File: config.mk
export PLATFORM = sky130hd
export DESIGN_NAME = uls_uart_status
export DESIGN_NICKNAME = d
export VERILOG_FILES = /design/src/verilog/uls_pkg.sv /design/src/verilog/uls_rx_if.sv /design/src/verilog/uls_receiver.sv /design/src/verilog/uls_uart_status.sv
export SDC_FILE = /design/constraint.sdc
export NUM_CORES = 1
export LEC_CHECK = 0
export BUFFER_PORTS_ARGS = -buffer_cell sky130_fd_sc_hd__buf_4
export CAP_MARGIN = 20
export CORE_MARGIN = 2
export CORE_UTILIZATION = 30
export DETAILED_ROUTE_END_ITERATION = 8
export HOLD_SLACK_MARGIN = 0.06
export PLACE_DENSITY = 0.55
export SYNTH_ARGS = -nofsm -noshare
export SYNTH_HDL_FRONTEND = slang
export SYNTH_SLANG_ARGS = --single-unit
File: constraint.sdc
create_clock -name clk_sys -period 14.08 [get_ports clk_sys]
set_input_delay 0 -clock clk_sys [delete_from_list [all_inputs] [get_ports clk_sys]]
set_output_delay 0 -clock clk_sys [all_outputs]
set_load 0.005 [all_outputs]
File: src/verilog/uls_pkg.sv
// Shared constants and helper functions for the serial port status block.
package uls_pkg;
  // ==========================================================================
  // Register byte addresses.
  localparam logic [31:0] ADDR_DATA = 32'hE001_0000;
  localparam logic [31:0] ADDR_DIV_HIGH = 32'hE001_0004;
  localparam logic [31:0] ADDR_FIFO_CTRL = 32'hE001_0008;
  localparam logic [31:0] ADDR_LINE_CTRL = 32'hE001_000C;
  localparam logic [31:0] ADDR_MODEM_CTRL = 32'hE001_0010;
  localparam logic [31:0] ADDR_LINE_STATUS = 32'hE001_0014;
  localparam logic [31:0] ADDR_MODEM_STATUS = 32'hE001_0018;
  localparam logic [31:0] ADDR_SCRATCH = 32'hE001_001C;

  // ==========================================================================
  // Field positions.
  localparam int LCR_STOP2 = 2;
  localparam int LCR_PAR_EN = 3;
  localparam int LCR_BREAK = 6;
  localparam int LCR_DLAB = 7;
  localparam int FCR_EN = 0;
  localparam int FCR_RX_RST = 1;
  localparam int FCR_TX_RST = 2;
  localparam int MCR_DTR = 0;
  localparam int MCR_RTS = 1;
  localparam int MCR_LOOP = 4;

  // ==========================================================================
  // Reset values and timing.
  localparam logic [7:0] LCR_RESET = 8'h00;
  localparam logic [7:0] DLL_RESET = 8'h01;
  localparam logic [7:0] DLM_RESET = 8'h00;
  localparam logic [7:0] SCR_RESET = 8'h00;
  localparam logic [4:0] MCR_RESET = 5'h00;
  localparam logic [3:0] TICK_LAST = 4'hF;
  localparam logic [3:0] SAMPLE_MID = 4'h7;
  localparam logic [2:0] MIN_LAST_BIT = 3'h4;

  // ==========================================================================
  // Helpers.
  function automatic logic [7:0] uls_mask(input logic [1:0] wl);
    return 8'hFF >> (2'h3 - wl);
  endfunction

  function automatic logic uls_par_bit(input logic [7:0] d, input logic [1:0] wl, input logic [1:0] sel);
    logic p;
    p = ^(d & uls_mask(wl));
    case (sel)
      2'h0: return ~p;
      2'h1: return p;
      2'h2: return 1'b1;
      default: return 1'b0;
    endcase
  endfunction
endpackage

File: src/verilog/uls_rx_if.sv
// Link between the register side and the receiver shifter.
`timescale 1ns/10ps
interface uls_rx_if;
  logic tick;
  logic sin;
  logic [1:0] word_len;
  logic par_en;
  logic [1:0] par_sel;
  logic done;
  logic [7:0] data;
  logic par_err;
  logic frame_err;
  logic brk;
  modport ctrl(output tick, sin, word_len, par_en, par_sel, input done, data, par_err, frame_err, brk);
  modport rx(input tick, sin, word_len, par_en, par_sel, output done, data, par_err, frame_err, brk);
endinterface

File: src/verilog/uls_receiver.sv
// Receive shifter: assembles characters and reports their errors.
`timescale 1ns/10ps
module uls_receiver (
  input wire logic clk_sys, // System clock.
  input wire logic reset,   // Asynchronous reset, active high.
  uls_rx_if.rx link         // Oversample tick, serial level and results.
);
  typedef enum logic [2:0] {
    RX_IDLE = 3'b000,
    RX_START = 3'b001,
    RX_DATA = 3'b010,
    RX_PAR = 3'b011,
    RX_STOP = 3'b100,
    RX_BRK = 3'b101
  } uls_rx_state_t;

  typedef struct packed {
    uls_rx_state_t st;
    logic [3:0] cnt;
    logic [2:0] idx;
    logic [7:0] shift;
    logic zeros;
    logic par;
    logic done;
    logic [7:0] data;
    logic pe;
    logic fe;
    logic brk;
  } uls_rx_t;

  uls_rx_t s_ff;
  uls_rx_t nxt_s;

  // ==========================================================================
  // Character assembly.
  always_comb begin
    logic [7:0] rxd;
    rxd = s_ff.shift >> (2'h3 - link.word_len);
    nxt_s = s_ff;
    nxt_s.done = 1'b0;
    if (link.tick) begin
      nxt_s.cnt = s_ff.cnt + 4'h1;
      case (s_ff.st)
        RX_IDLE: begin
          nxt_s.cnt = 4'h0;
          if (!link.sin) begin
            nxt_s.st = RX_START;
          end
        end
        RX_START: begin
          if (s_ff.cnt == uls_pkg::SAMPLE_MID) begin
            nxt_s.cnt = 4'h0;
            nxt_s.idx = 3'h0;
            nxt_s.zeros = 1'b1;
            nxt_s.st = link.sin ? RX_IDLE : RX_DATA;
          end
        end
        RX_DATA: begin
          if (s_ff.cnt == uls_pkg::TICK_LAST) begin
            nxt_s.cnt = 4'h0;
            nxt_s.shift = {link.sin, s_ff.shift[7:1]};
            nxt_s.zeros = s_ff.zeros & ~link.sin;
            nxt_s.idx = s_ff.idx + 3'h1;
            if (s_ff.idx == uls_pkg::MIN_LAST_BIT + {1'b0, link.word_len}) begin
              nxt_s.st = link.par_en ? RX_PAR : RX_STOP;
            end
          end
        end
        RX_PAR: begin
          if (s_ff.cnt == uls_pkg::TICK_LAST) begin
            nxt_s.cnt = 4'h0;
            nxt_s.par = link.sin;
            nxt_s.zeros = s_ff.zeros & ~link.sin;
            nxt_s.st = RX_STOP;
          end
        end
        RX_STOP: begin
          if (s_ff.cnt == uls_pkg::TICK_LAST) begin
            nxt_s.cnt = 4'h0;
            nxt_s.done = 1'b1;
            nxt_s.data = rxd;
            nxt_s.brk = s_ff.zeros & ~link.sin;
            nxt_s.fe = ~link.sin;
            nxt_s.pe = link.par_en & (s_ff.par != uls_pkg::uls_par_bit(rxd, link.word_len, link.par_sel));
            if (s_ff.zeros && !link.sin) begin
              nxt_s.st = RX_BRK;
            end else if (!link.sin) begin
              // The low stop bit stands in for a start bit already sampled.
              nxt_s.st = RX_DATA;
              nxt_s.idx = 3'h0;
              nxt_s.zeros = 1'b1;
            end else begin
              nxt_s.st = RX_IDLE;
            end
          end
        end
        RX_BRK: begin
          if (link.sin) begin
            nxt_s.st = RX_IDLE;
          end
        end
        default: begin
          nxt_s.st = RX_IDLE;
        end
      endcase
    end
  end

  always_ff @(posedge clk_sys or posedge reset) begin
    if (reset) begin
      s_ff <= '0;
    end else begin
      s_ff <= nxt_s;
    end
  end

  assign link.done = s_ff.done;
  assign link.data = s_ff.data;
  assign link.par_err = s_ff.pe;
  assign link.frame_err = s_ff.fe;
  assign link.brk = s_ff.brk;
endmodule

File: src/verilog/uls_uart_status.sv
// Serial port with line status, modem status, scratch byte and datapath.
// What this block does
// - Receive ready while receive buffer holds data.
// - Full FIFO: set overrun, drop new character.
// - Flag parity error; status read clears it.
// - Flag low stop bit; status read clears.
// - After framing error, bad stop starts next.
// - Flag break after full low character time.
// - After break, wait idle until line high.
// - Error flag timing follows FIFO enable bit.
// - Holding empty sets on empty, clears on write.
// - Transmitter empty only when holding and shifter empty.
// - FIFO error flag; read clears when none remain.
// - Modem delta bits set on change, clear on read.
// - Ring trailing edge on rising ring input.
// - Modem state bits show inverted input pins.
// - Loopback drives modem state from control bits.
// - Modem inputs never affect serial transfer.
// - Free scratch byte, reset zero, no side effects.
// - Receiver shifts characters into receive FIFO.
// - Transmitter drains holding FIFO through shifter.
// - Divisor latches make sixteen-times oversample enable.
// - Events go out as one-cycle pulses.
// - Loopback joins transmit to receive, pin marks.
`timescale 1ns/10ps
module uls_uart_status #(
  parameter int FIFO_DEPTH = 16 // Entries per FIFO, a power of two.
) (
  input wire logic clk_sys,          // System clock, 100 MHz.
  input wire logic reset,            // Asynchronous reset, active high.
  input wire logic bus_req,          // One-cycle access strobe.
  input wire logic bus_write,        // High for write, low for read.
  input wire logic [31:0] bus_addr,  // Byte address.
  input wire logic [7:0] bus_wdata,  // Write data.
  output logic [7:0] bus_rdata,      // Read data, one cycle after request.
  output logic bus_ack,              // Access done pulse.
  input wire logic serial_in_pin,    // Serial receive line.
  output logic serial_out_pin,       // Serial transmit line.
  input wire logic cts_n_pin,        // Clear to send, active low.
  input wire logic dsr_n_pin,        // Data set ready, active low.
  input wire logic ri_n_pin,         // Ring indicator, active low.
  input wire logic dcd_n_pin,        // Carrier detect, active low.
  output logic dtr_n_pin,            // Data terminal ready, active low.
  output logic rts_n_pin,            // Request to send, active low.
  output logic rx_event_pulse,       // Character received.
  output logic tx_event_pulse,       // Holding FIFO became empty.
  output logic modem_event_pulse     // Modem delta bit set.
);
  localparam int AW = $clog2(FIFO_DEPTH);

  typedef enum logic [2:0] {
    TX_IDLE = 3'b000,
    TX_START = 3'b001,
    TX_DATA = 3'b010,
    TX_PAR = 3'b011,
    TX_STOP = 3'b100
  } uls_tx_state_t;

  typedef struct packed {
    logic [2:0] sin_sync;
    logic sin_f;
    logic [3:0] msy1;
    logic [3:0] msy2;
    logic [3:0] msy3;
    logic [3:0] mpin;
    logic [3:0] mst;
    logic [3:0] mdelta;
    logic [7:0] lcr;
    logic fcr_en;
    logic [4:0] mcr;
    logic [7:0] dll;
    logic [7:0] dlm;
    logic [7:0] scr;
    logic [15:0] bcnt;
    logic tick;
    logic [FIFO_DEPTH-1:0][10:0] rxm;
    logic [AW-1:0] rxw;
    logic [AW-1:0] rxr;
    logic [AW:0] rxc;
    logic [AW:0] rxe;
    logic [FIFO_DEPTH-1:0][7:0] txm;
    logic [AW-1:0] txw;
    logic [AW-1:0] txr;
    logic [AW:0] txc;
    uls_tx_state_t tst;
    logic [3:0] tcnt;
    logic [2:0] tidx;
    logic [7:0] tsh;
    logic tpar;
    logic tout;
    logic sout;
    logic oe;
    logic pe;
    logic fe;
    logic bi;
    logic rx_fifo_error_flag;
    logic [7:0] rdata;
    logic ack;
    logic rxev;
    logic txev;
    logic mev;
  } uls_state_t;

  uls_state_t s_ff;
  uls_state_t nxt_s;
  uls_rx_if rxl();

  uls_receiver u_rx (
    .clk_sys(clk_sys),
    .reset(reset),
    .link(rxl)
  );

  // ==========================================================================
  // Next-state logic.
  always_comb begin
    logic loop;
    logic dlab;
    logic rd;
    logic wr;
    logic [AW:0] cap;
    logic [3:0] mcur;
    logic [15:0] div;
    logic pop;
    logic push;
    logic rx_err;
    logic tx_push;
    logic tx_pop;
    logic head_new;
    logic [10:0] head;
    logic [7:0] rx_head;
    loop = s_ff.mcr[uls_pkg::MCR_LOOP];
    dlab = s_ff.lcr[uls_pkg::LCR_DLAB];
    rd = bus_req & ~bus_write;
    wr = bus_req & bus_write;
    cap = s_ff.fcr_en ? (AW+1)'(FIFO_DEPTH) : (AW+1)'(1);
    div = {s_ff.dlm, s_ff.dll};
    rx_head = s_ff.rxm[s_ff.rxr][7:0];
    nxt_s = s_ff;
    nxt_s.tick = 1'b0;
    nxt_s.ack = bus_req;
    nxt_s.rxev = 1'b0;
    nxt_s.mev = 1'b0;

    // Three-stage input filters; a level counts once stages two and three agree.
    nxt_s.sin_sync = {s_ff.sin_sync[1:0], serial_in_pin};
    if (s_ff.sin_sync[1] == s_ff.sin_sync[2]) begin
      nxt_s.sin_f = s_ff.sin_sync[2];
    end
    nxt_s.msy1 = {dcd_n_pin, ri_n_pin, dsr_n_pin, cts_n_pin};
    nxt_s.msy2 = s_ff.msy1;
    nxt_s.msy3 = s_ff.msy2;
    nxt_s.mpin = (s_ff.msy2 & s_ff.msy3) | (s_ff.mpin & (s_ff.msy2 ^ s_ff.msy3));

    // Modem state: bit 0 clear to send, 1 data set ready, 2 ring, 3 carrier.
    if (loop) begin
      mcur = {s_ff.mcr[3], s_ff.mcr[2], s_ff.mcr[0], s_ff.mcr[1]};
    end else begin
      mcur = ~s_ff.mpin;
    end
    nxt_s.mst = mcur;
    if (rd && bus_addr == uls_pkg::ADDR_MODEM_STATUS) begin
      nxt_s.mdelta = 4'h0;
    end
    nxt_s.mdelta[0] = nxt_s.mdelta[0] | (mcur[0] ^ s_ff.mst[0]);
    nxt_s.mdelta[1] = nxt_s.mdelta[1] | (mcur[1] ^ s_ff.mst[1]);
    nxt_s.mdelta[2] = nxt_s.mdelta[2] | (s_ff.mst[2] & ~mcur[2]);
    nxt_s.mdelta[3] = nxt_s.mdelta[3] | (mcur[3] ^ s_ff.mst[3]);
    nxt_s.mev = |((mcur ^ s_ff.mst) & 4'hB) | (s_ff.mst[2] & ~mcur[2]);

    // Oversample enable; a zero divisor halts it.
    if (div != 16'h0000) begin
      if (s_ff.bcnt >= div - 16'h0001) begin
        nxt_s.bcnt = 16'h0000;
        nxt_s.tick = 1'b1;
      end else begin
        nxt_s.bcnt = s_ff.bcnt + 16'h0001;
      end
    end

    // Register reads show the flags as they stand before any clear.
    if (rd) begin
      case (bus_addr)
        uls_pkg::ADDR_DATA: nxt_s.rdata = dlab ? s_ff.dll : (s_ff.rxc != '0 ? rx_head : 8'h00);
        uls_pkg::ADDR_DIV_HIGH: nxt_s.rdata = dlab ? s_ff.dlm : 8'h00;
        uls_pkg::ADDR_LINE_CTRL: nxt_s.rdata = s_ff.lcr;
        uls_pkg::ADDR_MODEM_CTRL: nxt_s.rdata = {3'h0, s_ff.mcr[4:2], loop ? 2'h0 : s_ff.mcr[1:0]};
        uls_pkg::ADDR_LINE_STATUS: begin
          nxt_s.rdata = {s_ff.rx_fifo_error_flag, (s_ff.txc == '0) && (s_ff.tst == TX_IDLE),
                         s_ff.txc == '0, s_ff.bi, s_ff.fe, s_ff.pe, s_ff.oe,
                         s_ff.rxc != '0};
          nxt_s.oe = 1'b0;
          nxt_s.pe = 1'b0;
          nxt_s.fe = 1'b0;
          nxt_s.bi = 1'b0;
        end
        uls_pkg::ADDR_MODEM_STATUS: nxt_s.rdata = {s_ff.mst, s_ff.mdelta};
        uls_pkg::ADDR_SCRATCH: nxt_s.rdata = s_ff.scr;
        default: nxt_s.rdata = 8'h00;
      endcase
    end

    // Receive FIFO.
    pop = rd && bus_addr == uls_pkg::ADDR_DATA && !dlab && s_ff.rxc != '0;
    push = rxl.done && (s_ff.rxc != cap || pop);
    rx_err = rxl.par_err | rxl.frame_err | rxl.brk;
    if (rxl.done && !push) begin
      nxt_s.oe = 1'b1;
    end
    if (pop) begin
      nxt_s.rxr = s_ff.rxr + 1'b1;
      nxt_s.rxc = nxt_s.rxc - 1'b1;
      if (|s_ff.rxm[s_ff.rxr][10:8]) begin
        nxt_s.rxe = nxt_s.rxe - 1'b1;
      end
    end
    if (push) begin
      nxt_s.rxm[s_ff.rxw] = {rxl.brk, rxl.frame_err, rxl.par_err, rxl.data};
      nxt_s.rxw = s_ff.rxw + 1'b1;
      nxt_s.rxc = nxt_s.rxc + 1'b1;
      nxt_s.rxev = 1'b1;
      if (rx_err) begin
        nxt_s.rxe = nxt_s.rxe + 1'b1;
      end
      if (rx_err && s_ff.fcr_en) begin
        nxt_s.rx_fifo_error_flag = 1'b1;
      end
    end
    // Without the FIFO, errors flag as the character lands; with it, as it reaches the head.
    head_new = pop || (push && s_ff.rxc == '0);
    head = nxt_s.rxm[nxt_s.rxr];
    if (s_ff.fcr_en ? (head_new && nxt_s.rxc != '0) : push) begin
      nxt_s.pe = nxt_s.pe | head[8];
      nxt_s.fe = nxt_s.fe | head[9];
      nxt_s.bi = nxt_s.bi | head[10];
    end
    if (rd && bus_addr == uls_pkg::ADDR_LINE_STATUS && nxt_s.rxe == '0) begin
      nxt_s.rx_fifo_error_flag = 1'b0;
    end

    // Transmit holding FIFO and shifter.
    tx_push = wr && bus_addr == uls_pkg::ADDR_DATA && !dlab && s_ff.txc != cap;
    tx_pop = s_ff.tst == TX_IDLE && s_ff.txc != '0;
    if (tx_push) begin
      nxt_s.txm[s_ff.txw] = bus_wdata;
      nxt_s.txw = s_ff.txw + 1'b1;
      nxt_s.txc = nxt_s.txc + 1'b1;
    end
    if (tx_pop) begin
      nxt_s.tsh = s_ff.txm[s_ff.txr];
      nxt_s.tpar = uls_pkg::uls_par_bit(s_ff.txm[s_ff.txr], s_ff.lcr[1:0], s_ff.lcr[5:4]);
      nxt_s.txr = s_ff.txr + 1'b1;
      nxt_s.txc = nxt_s.txc - 1'b1;
      nxt_s.tst = TX_START;
      nxt_s.tcnt = 4'h0;
    end else if (s_ff.tick && s_ff.tst != TX_IDLE) begin
      nxt_s.tcnt = s_ff.tcnt + 4'h1;
      if (s_ff.tcnt == uls_pkg::TICK_LAST) begin
        case (s_ff.tst)
          TX_START: begin
            nxt_s.tst = TX_DATA;
            nxt_s.tidx = 3'h0;
          end
          TX_DATA: begin
            nxt_s.tsh = s_ff.tsh >> 1;
            nxt_s.tidx = s_ff.tidx + 3'h1;
            if (s_ff.tidx == uls_pkg::MIN_LAST_BIT + {1'b0, s_ff.lcr[1:0]}) begin
              nxt_s.tst = s_ff.lcr[uls_pkg::LCR_PAR_EN] ? TX_PAR : TX_STOP;
              nxt_s.tidx = 3'h0;
            end
          end
          TX_PAR: nxt_s.tst = TX_STOP;
          TX_STOP: begin
            if (s_ff.lcr[uls_pkg::LCR_STOP2] && s_ff.tidx == 3'h0) begin
              nxt_s.tidx = 3'h1;
            end else begin
              nxt_s.tst = TX_IDLE;
            end
          end
          default: nxt_s.tst = TX_IDLE;
        endcase
      end
    end

    // Register writes.
    if (wr) begin
      case (bus_addr)
        uls_pkg::ADDR_DATA: begin
          if (dlab) begin
            nxt_s.dll = bus_wdata;
            nxt_s.bcnt = 16'h0000;
          end
        end
        uls_pkg::ADDR_DIV_HIGH: begin
          if (dlab) begin
            nxt_s.dlm = bus_wdata;
            nxt_s.bcnt = 16'h0000;
          end
        end
        uls_pkg::ADDR_FIFO_CTRL: begin
          nxt_s.fcr_en = bus_wdata[uls_pkg::FCR_EN];
          if (bus_wdata[uls_pkg::FCR_RX_RST] || bus_wdata[uls_pkg::FCR_EN] != s_ff.fcr_en) begin
            nxt_s.rxw = '0;
            nxt_s.rxr = '0;
            nxt_s.rxc = '0;
            nxt_s.rxe = '0;
          end
          if (bus_wdata[uls_pkg::FCR_TX_RST] || bus_wdata[uls_pkg::FCR_EN] != s_ff.fcr_en) begin
            nxt_s.txw = '0;
            nxt_s.txr = '0;
            nxt_s.txc = '0;
          end
        end
        uls_pkg::ADDR_LINE_CTRL: nxt_s.lcr = bus_wdata;
        uls_pkg::ADDR_MODEM_CTRL: nxt_s.mcr = bus_wdata[4:0];
        uls_pkg::ADDR_SCRATCH: nxt_s.scr = bus_wdata;
        default: nxt_s.scr = s_ff.scr;
      endcase
    end

    nxt_s.txev = s_ff.txc != '0 && nxt_s.txc == '0;
    case (nxt_s.tst)
      TX_START: nxt_s.tout = 1'b0;
      TX_DATA: nxt_s.tout = nxt_s.tsh[0];
      TX_PAR: nxt_s.tout = nxt_s.tpar;
      default: nxt_s.tout = 1'b1;
    endcase
    if (nxt_s.lcr[uls_pkg::LCR_BREAK]) begin
      nxt_s.tout = 1'b0;
    end
    nxt_s.sout = nxt_s.mcr[uls_pkg::MCR_LOOP] ? 1'b1 : nxt_s.tout;
  end

  // ==========================================================================
  // State register.
  always_ff @(posedge clk_sys or posedge reset) begin
    if (reset) begin
      s_ff <= '0;
      s_ff.sin_sync <= 3'h7;
      s_ff.sin_f <= 1'b1;
      s_ff.msy1 <= 4'hF;
      s_ff.msy2 <= 4'hF;
      s_ff.msy3 <= 4'hF;
      s_ff.mpin <= 4'hF;
      s_ff.lcr <= uls_pkg::LCR_RESET;
      s_ff.mcr <= uls_pkg::MCR_RESET;
      s_ff.dll <= uls_pkg::DLL_RESET;
      s_ff.dlm <= uls_pkg::DLM_RESET;
      s_ff.scr <= uls_pkg::SCR_RESET;
      s_ff.tst <= TX_IDLE;
      s_ff.tout <= 1'b1;
      s_ff.sout <= 1'b1;
    end else begin
      s_ff <= nxt_s;
    end
  end

  // ==========================================================================
  // Outputs and receiver link; modem inputs reach no transfer logic.
  assign rxl.tick = s_ff.tick;
  assign rxl.sin = s_ff.mcr[uls_pkg::MCR_LOOP] ? s_ff.tout : s_ff.sin_f;
  assign rxl.word_len = s_ff.lcr[1:0];
  assign rxl.par_en = s_ff.lcr[uls_pkg::LCR_PAR_EN];
  assign rxl.par_sel = s_ff.lcr[5:4];
  assign bus_rdata = s_ff.rdata;
  assign bus_ack = s_ff.ack;
  assign serial_out_pin = s_ff.sout;
  assign dtr_n_pin = ~(s_ff.mcr[uls_pkg::MCR_DTR] & ~s_ff.mcr[uls_pkg::MCR_LOOP]);
  assign rts_n_pin = ~(s_ff.mcr[uls_pkg::MCR_RTS] & ~s_ff.mcr[uls_pkg::MCR_LOOP]);
  assign rx_event_pulse = s_ff.rxev;
  assign tx_event_pulse = s_ff.txev;
  assign modem_event_pulse = s_ff.mev;
endmodule

=== Word-level counts from Yosys, hierarchy flattened ===
Cells that the tools add are included.

* Bitwise logic cells: 37
* Order comparisons: 8
* Mux-type cells: 103
* Reductions and logical operators: 73
* Add/subtract/negate cells: 18
* Equality and inequality tests: 42
* Shift operators: 2

{| class="wikitable"
|+ Operators by type and width
! cell !! number
|-
| == test 32 bit (second input constant) || 8
|-
| two-way mux 180 bit || 1
|-
| bitwise mux 176 bit || 1
|-
| bitwise mux 128 bit || 1
|-
| two-way mux 8 bit || 12
|-
| binary-select mux 11 bit (select 4 bit) || 2
|-
| two-way mux 18 bit || 4
|-
| one-hot mux 8 bit (7 select lines) || 1
|-
| two-way mux 53 bit || 1
|-
| two-way mux 16 bit || 3
|-
| demux 11 bit (select 4 bit) || 1
|-
| two-way mux 11 bit || 4
|-
| two-way mux 13 bit || 3
|-
| two-way mux 3 bit || 13
|-
| two-way mux 12 bit || 3
|-
| binary-select mux 8 bit (select 4 bit) || 1
|-
| demux 8 bit (select 4 bit) || 1
|-
| two-way mux 10 bit || 3
|-
| < comparator 4 x 5 -> 1 bit (second input constant) || 5
|-
| two-way mux 5 bit || 5
|-
| adder 4 x 1 -> 4 bit (second input constant) || 6
|-
| logical AND 1 bit || 22
|-
| two-way mux 7 bit || 3
|-
| logical NOT 5 bit || 4
|-
| other kinds (63) || 175
|}

* Word-level logic and storage cells: 369
* Bits in registers: 488
* Output and inout port bits: 15

=== Logic depth before layout (Yosys ltp) ===
* Word-level depth: 14
* Depth in mapped cells: 16
* Mapped depth without buffers: 15

=== Modules after synthesis ===
From an unflattened synthesis, not the netlist that was laid out.

* Cells, all modules: 2013
* Area, all modules: 24752.5 sq um

{| class="wikitable"
|+ By module, submodules not included
! module !! area each (sq um) !! cells each !! instances
|-
| uls_uart_status || 22739.3 || 1793 || 1
|-
| uls_receiver || 2013.2 || 220 || 1
|}

=== Worst setup path before layout ===
Ideal clock, no wire load.

* Path kind: reg-to-reg
* Start point: register s_ff[184] in the netlist's numbering
* End point: register s_ff[14] in the netlist's numbering
* Arrival: 3.183 ns
* Required time: 13.958 ns
* Period minus slack after synthesis: 3.304 ns
* Path slack: 10.776 ns
* Stages on the path, launching flop included: 15
* Library setup time: 0.122 ns
* Cells stage by stage: dfrtp_1 inv_1 ha_1 or4b_1 clkbuf_1 and4_1 a31oi_1 or2_0 buf_2 buf_6 mux2_1 nor2_1 nor3_1 or4_1 a32o_1

{| class="wikitable"
|+ RTL lines
! item !! RTL line !! text
|-
| from (decl) || uls_uart_status.sv:104 || <nowiki>uls_state_t s_ff;</nowiki>
|-
| from (signal assigned) || uls_uart_status.sv:354 || <nowiki>s_ff <= nxt_s;</nowiki>
|}

==> metrics.md <==
| Metric | Value |
|---|---|
| Setup_tns | `0 ps` |
| HP Class | `in2async` |
| Synth area leader | `dfrtp_1` |
| Pleak | `13.2 nW` |
| Clock sinks | `488` |
| Grt ovf | `0` |
| PwrDens | `108 nW/µm²` |
| Share of cells above drive strength 1 | `31.6%` |
| Worst hold slack | `84.8 ps` |
| Top cells by count, synth | `465 x dfrtp_1, 341 x mux2_2, 170 x nand2_1, 105 x nor2_1, 100 x clkbuf_1` |
| Clock Skew | `46.0 ps` |
| Place WS | `10170 ps` |
| Worst Path Max Fanout | `9` |
| Yosys top cell area share | `46.9%` |
| Hpwl dp | `45300 µm` |
| 1st-pass router iterations | `6` |
| Flop2flop setup slack | `10080 ps` |
| Synthesis-to-layout area growth | `15.6%` |
| Slew Viols, Final | `0` |
| Critical path launch point type | `register` |
| Post-route antenna net violation count | `0` |
| EDFF count, synth | `0` |
| Synth Warn # | `0` |
| DR iter-0 viols | `1190` |
| Worst Setup End Kind | `register` |
| FF-to-FF path depth | `10` |
| CTS buffer count | `57` |
| Primary FF master, synth | `dfrtp_1` |
| Maximum clock rate | `0.250 GHz` |
| Routed vias/inst | `5.31` |
| Die width | `292 µm` |
| CP required | `14590 ps` |
| First-pass GRT wire length | `105000 µm` |
| PostCTS Resize Cnt | `0` |
| Synth async-reset ratio | `100%` |
| Critical Path Source | `s_ff[184]` |
| Area of the core | `82000 µm²` |
| Synth cell types | `96` |
| Chip height | `292 µm` |
| Min Tclk post-route | `4000 ps` |
| Largest net degree at the start of global routing | `136` |
| Status | `completed` |
| Slew @ Worst Pin | `1090 ps` |
| Syn_area_per_cell | `12.2 µm²` |
| CP arrival | `4500 ps` |
| Synthesized Nets | `2134` |
| Finished Core Util | `35.0%` |
| Cts hold-fix bufs | `30` |
| Final design area excluding fillers | `28700 µm²` |
| Post-synthesis sequential area ratio | `49.3%` |
| Placed inst area | `26300 µm²` |
| PnR worst setup slack | `10080 ps` |
| Hold Violations, Final | `0` |
| Crit path capture | `s_ff[13]` |
| Worst skew pair latency | `630 ps` |
| Vias in the first global route | `17300` |
| Nets | `2188` |
| Antenna cells | `0` |
| Number of port buffers | `63` |
| Most common cell in the netlist | `dfrtp_1` |
| RSZ-0062 raised after global routing | `no` |
| DIE AREA | `85100 µm²` |
| Max Buffers Root-to-Sink | `3` |
| Total number of vias | `17100` |
| Mapped cell area | `24800 µm²` |
| Fillers | `8017` |
| Max Cap Viol | `0` |
| Slew headroom | `26.7%` |
| Global-route usage over all layers | `15.7%` |
| Final period utilization | `28.4%` |
| I/O pins | `64` |
| Endpoints failing setup | `0` |
| Clock root buffer | `clkbuf_16` |
| Cells after Synth | `2041` |
| Antenna violations before repair | `0` |
| Routed wire length | `67700 µm` |
| Post-CTS Setup Inserts | `0` |
| Leading cell types by total area after synthesis | `dfrtp_1 47%, mux2_2 15%, mux4_2 7.3%` |
| R2R Path Start | `s_ff[184]` |
| Clock transition at path regs | `60 ps` |
| CTS tree | `done` |
| DRC viols | `0` |
| Placement row count | `105` |
| H-Tree Depth | `2` |
| Initial Util | `30.3%` |
| Gpl congestion | `0.861` |
| RR Endpoint | `s_ff[13]` |
| Crit path kind | `reg2reg` |
| Max IR drop VDD | `0.0914 mV` |
| Yosys reg bits | `488` |
| Drt wl/cell | `21.1 µm` |
[logic make-up (layout without fill, tap and decap cells)]
logic type	count (synthesis)	after routing	synth area share [%]
buffers and inverters	180	279	3.03
and+or+nand+nor	512	512	10.5
AOI/OAI and AO/OA	280	280	7.88
xor gates and xnor gates	89	89	3.22
muxes	447	447	23.8
DFF	488	488	49.3
adders and majority gates	45	45	2.26
[stage by stage]
step	cells	power (W)
final	3210	0.00311
after detailed placement	3069	0.00157
after CTS	3203	0.00315
after global routing	3210	0.00323
after floorplan	2041	0.00152
after global placement	3068	0.00156
[report_power, final]
group          internal [W]  switching [W]  leakage, nW  total (W)
Combinational     0.0000402      0.0000741         5.54   0.000114
Sequential          0.00142      0.0000167         6.63    0.00144
Clock              0.000941       0.000619        0.998    0.00156
Total               0.00240       0.000710         13.2    0.00311
[cell type report]
cell class	instances	area, µm²	area share (%)
sequential	488	12200	42.6
multi-input combinational	1373	11800	41.2
clock inverter	26	349	1.22
tap	1070	1340	4.66
timing repair buffer	133	1110	3.86
clock buffer	78	1670	5.80
inverter	42	165	0.575
[layout by cell type (no fill, tap or decap), types with 8 or more instances in the layout]
| cell | synthesis | routed |
|---|---|---|
| mux4_2 | 80 | 80 |
| nand4_1 | 25 | 25 |
| nor2b_1 | 8 | 8 |
| dfrtp_1 | 465 | 462 |
| ha_1 | 44 | 44 |
| buf_4 | 12 | 98 |
| dlygate4sd3_1 | 0 | 30 |
| xor2_1 | 32 | 32 |
| a21oi_1 | 44 | 44 |
| or3_1 | 10 | 10 |
| dfstp_2 | 23 | 23 |
| clkinv_2 | 0 | 12 |
| nor2_1 | 105 | 105 |
| a22oi_1 | 27 | 27 |
| nor4_1 | 27 | 27 |
| o211ai_1 | 15 | 15 |
| mux2_2 | 341 | 341 |
| nand3_1 | 27 | 27 |
| nand2b_1 | 17 | 17 |
| inv_1 | 40 | 39 |
| a22o_1 | 14 | 14 |
| xnor2_1 | 55 | 55 |
| a31oi_1 | 11 | 11 |
| o21ai_0 | 57 | 57 |
| nor3_1 | 50 | 50 |
| mux2i_1 | 24 | 24 |
| clkbuf_16 | 0 | 58 |
| a21o_1 | 19 | 19 |
| clkbuf_8 | 0 | 14 |
| and3_1 | 14 | 14 |
| a211oi_1 | 9 | 9 |
| nand2_1 | 170 | 170 |
[per-layer routing]
layer / vias to the layer above / part of all wire [%] / GRT usage, %
met4: 0 / 2.9 / 4.85
li1: 7625 / - / -
met2: 431 / 45 / 24.1
met1: 8888 / 48 / 22.8
met3: 112 / 4.7 / 2.53
met5: - / 0 / 0
[flip-flops by register name (all words and copies together) (netlist names), 2 cells and up]
| name | cells |
|---|---|
| s_ff | 427 |
| u_rx.s_ff | 20 |
| nxt_s | 10 |
| bus_rdata | 8 |
| u_rx.link.data | 8 |
| rxl.par_sel | 2 |
| rxl.word_len | 2 |
[critical path: stages (launching register included)]
cell	delay [ps]
dfrtp_1	460
inv_1	100
ha_1	240
or4b_1	300
nand4_1	230
nor3_2	680
mux2i_1	810
mux2_2	430
a22oi_1	190
o21ai_0	120
o32a_1	320
[worst min path at each step]
stage                        from          to  slack (ps)  cells past startpoint
global route              bus_req     bus_ack         110                      2
floorplan               cts_n_pin  nxt_s[444]           4                      0
global placement    serial_in_pin  nxt_s[454]         110                      1
finish                      reset   s_ff[377]          80                      3
CTS                       bus_req     bus_ack          80                      2
detailed placement  serial_in_pin  nxt_s[454]         110                      1
(Power assumes the default switching activity.)
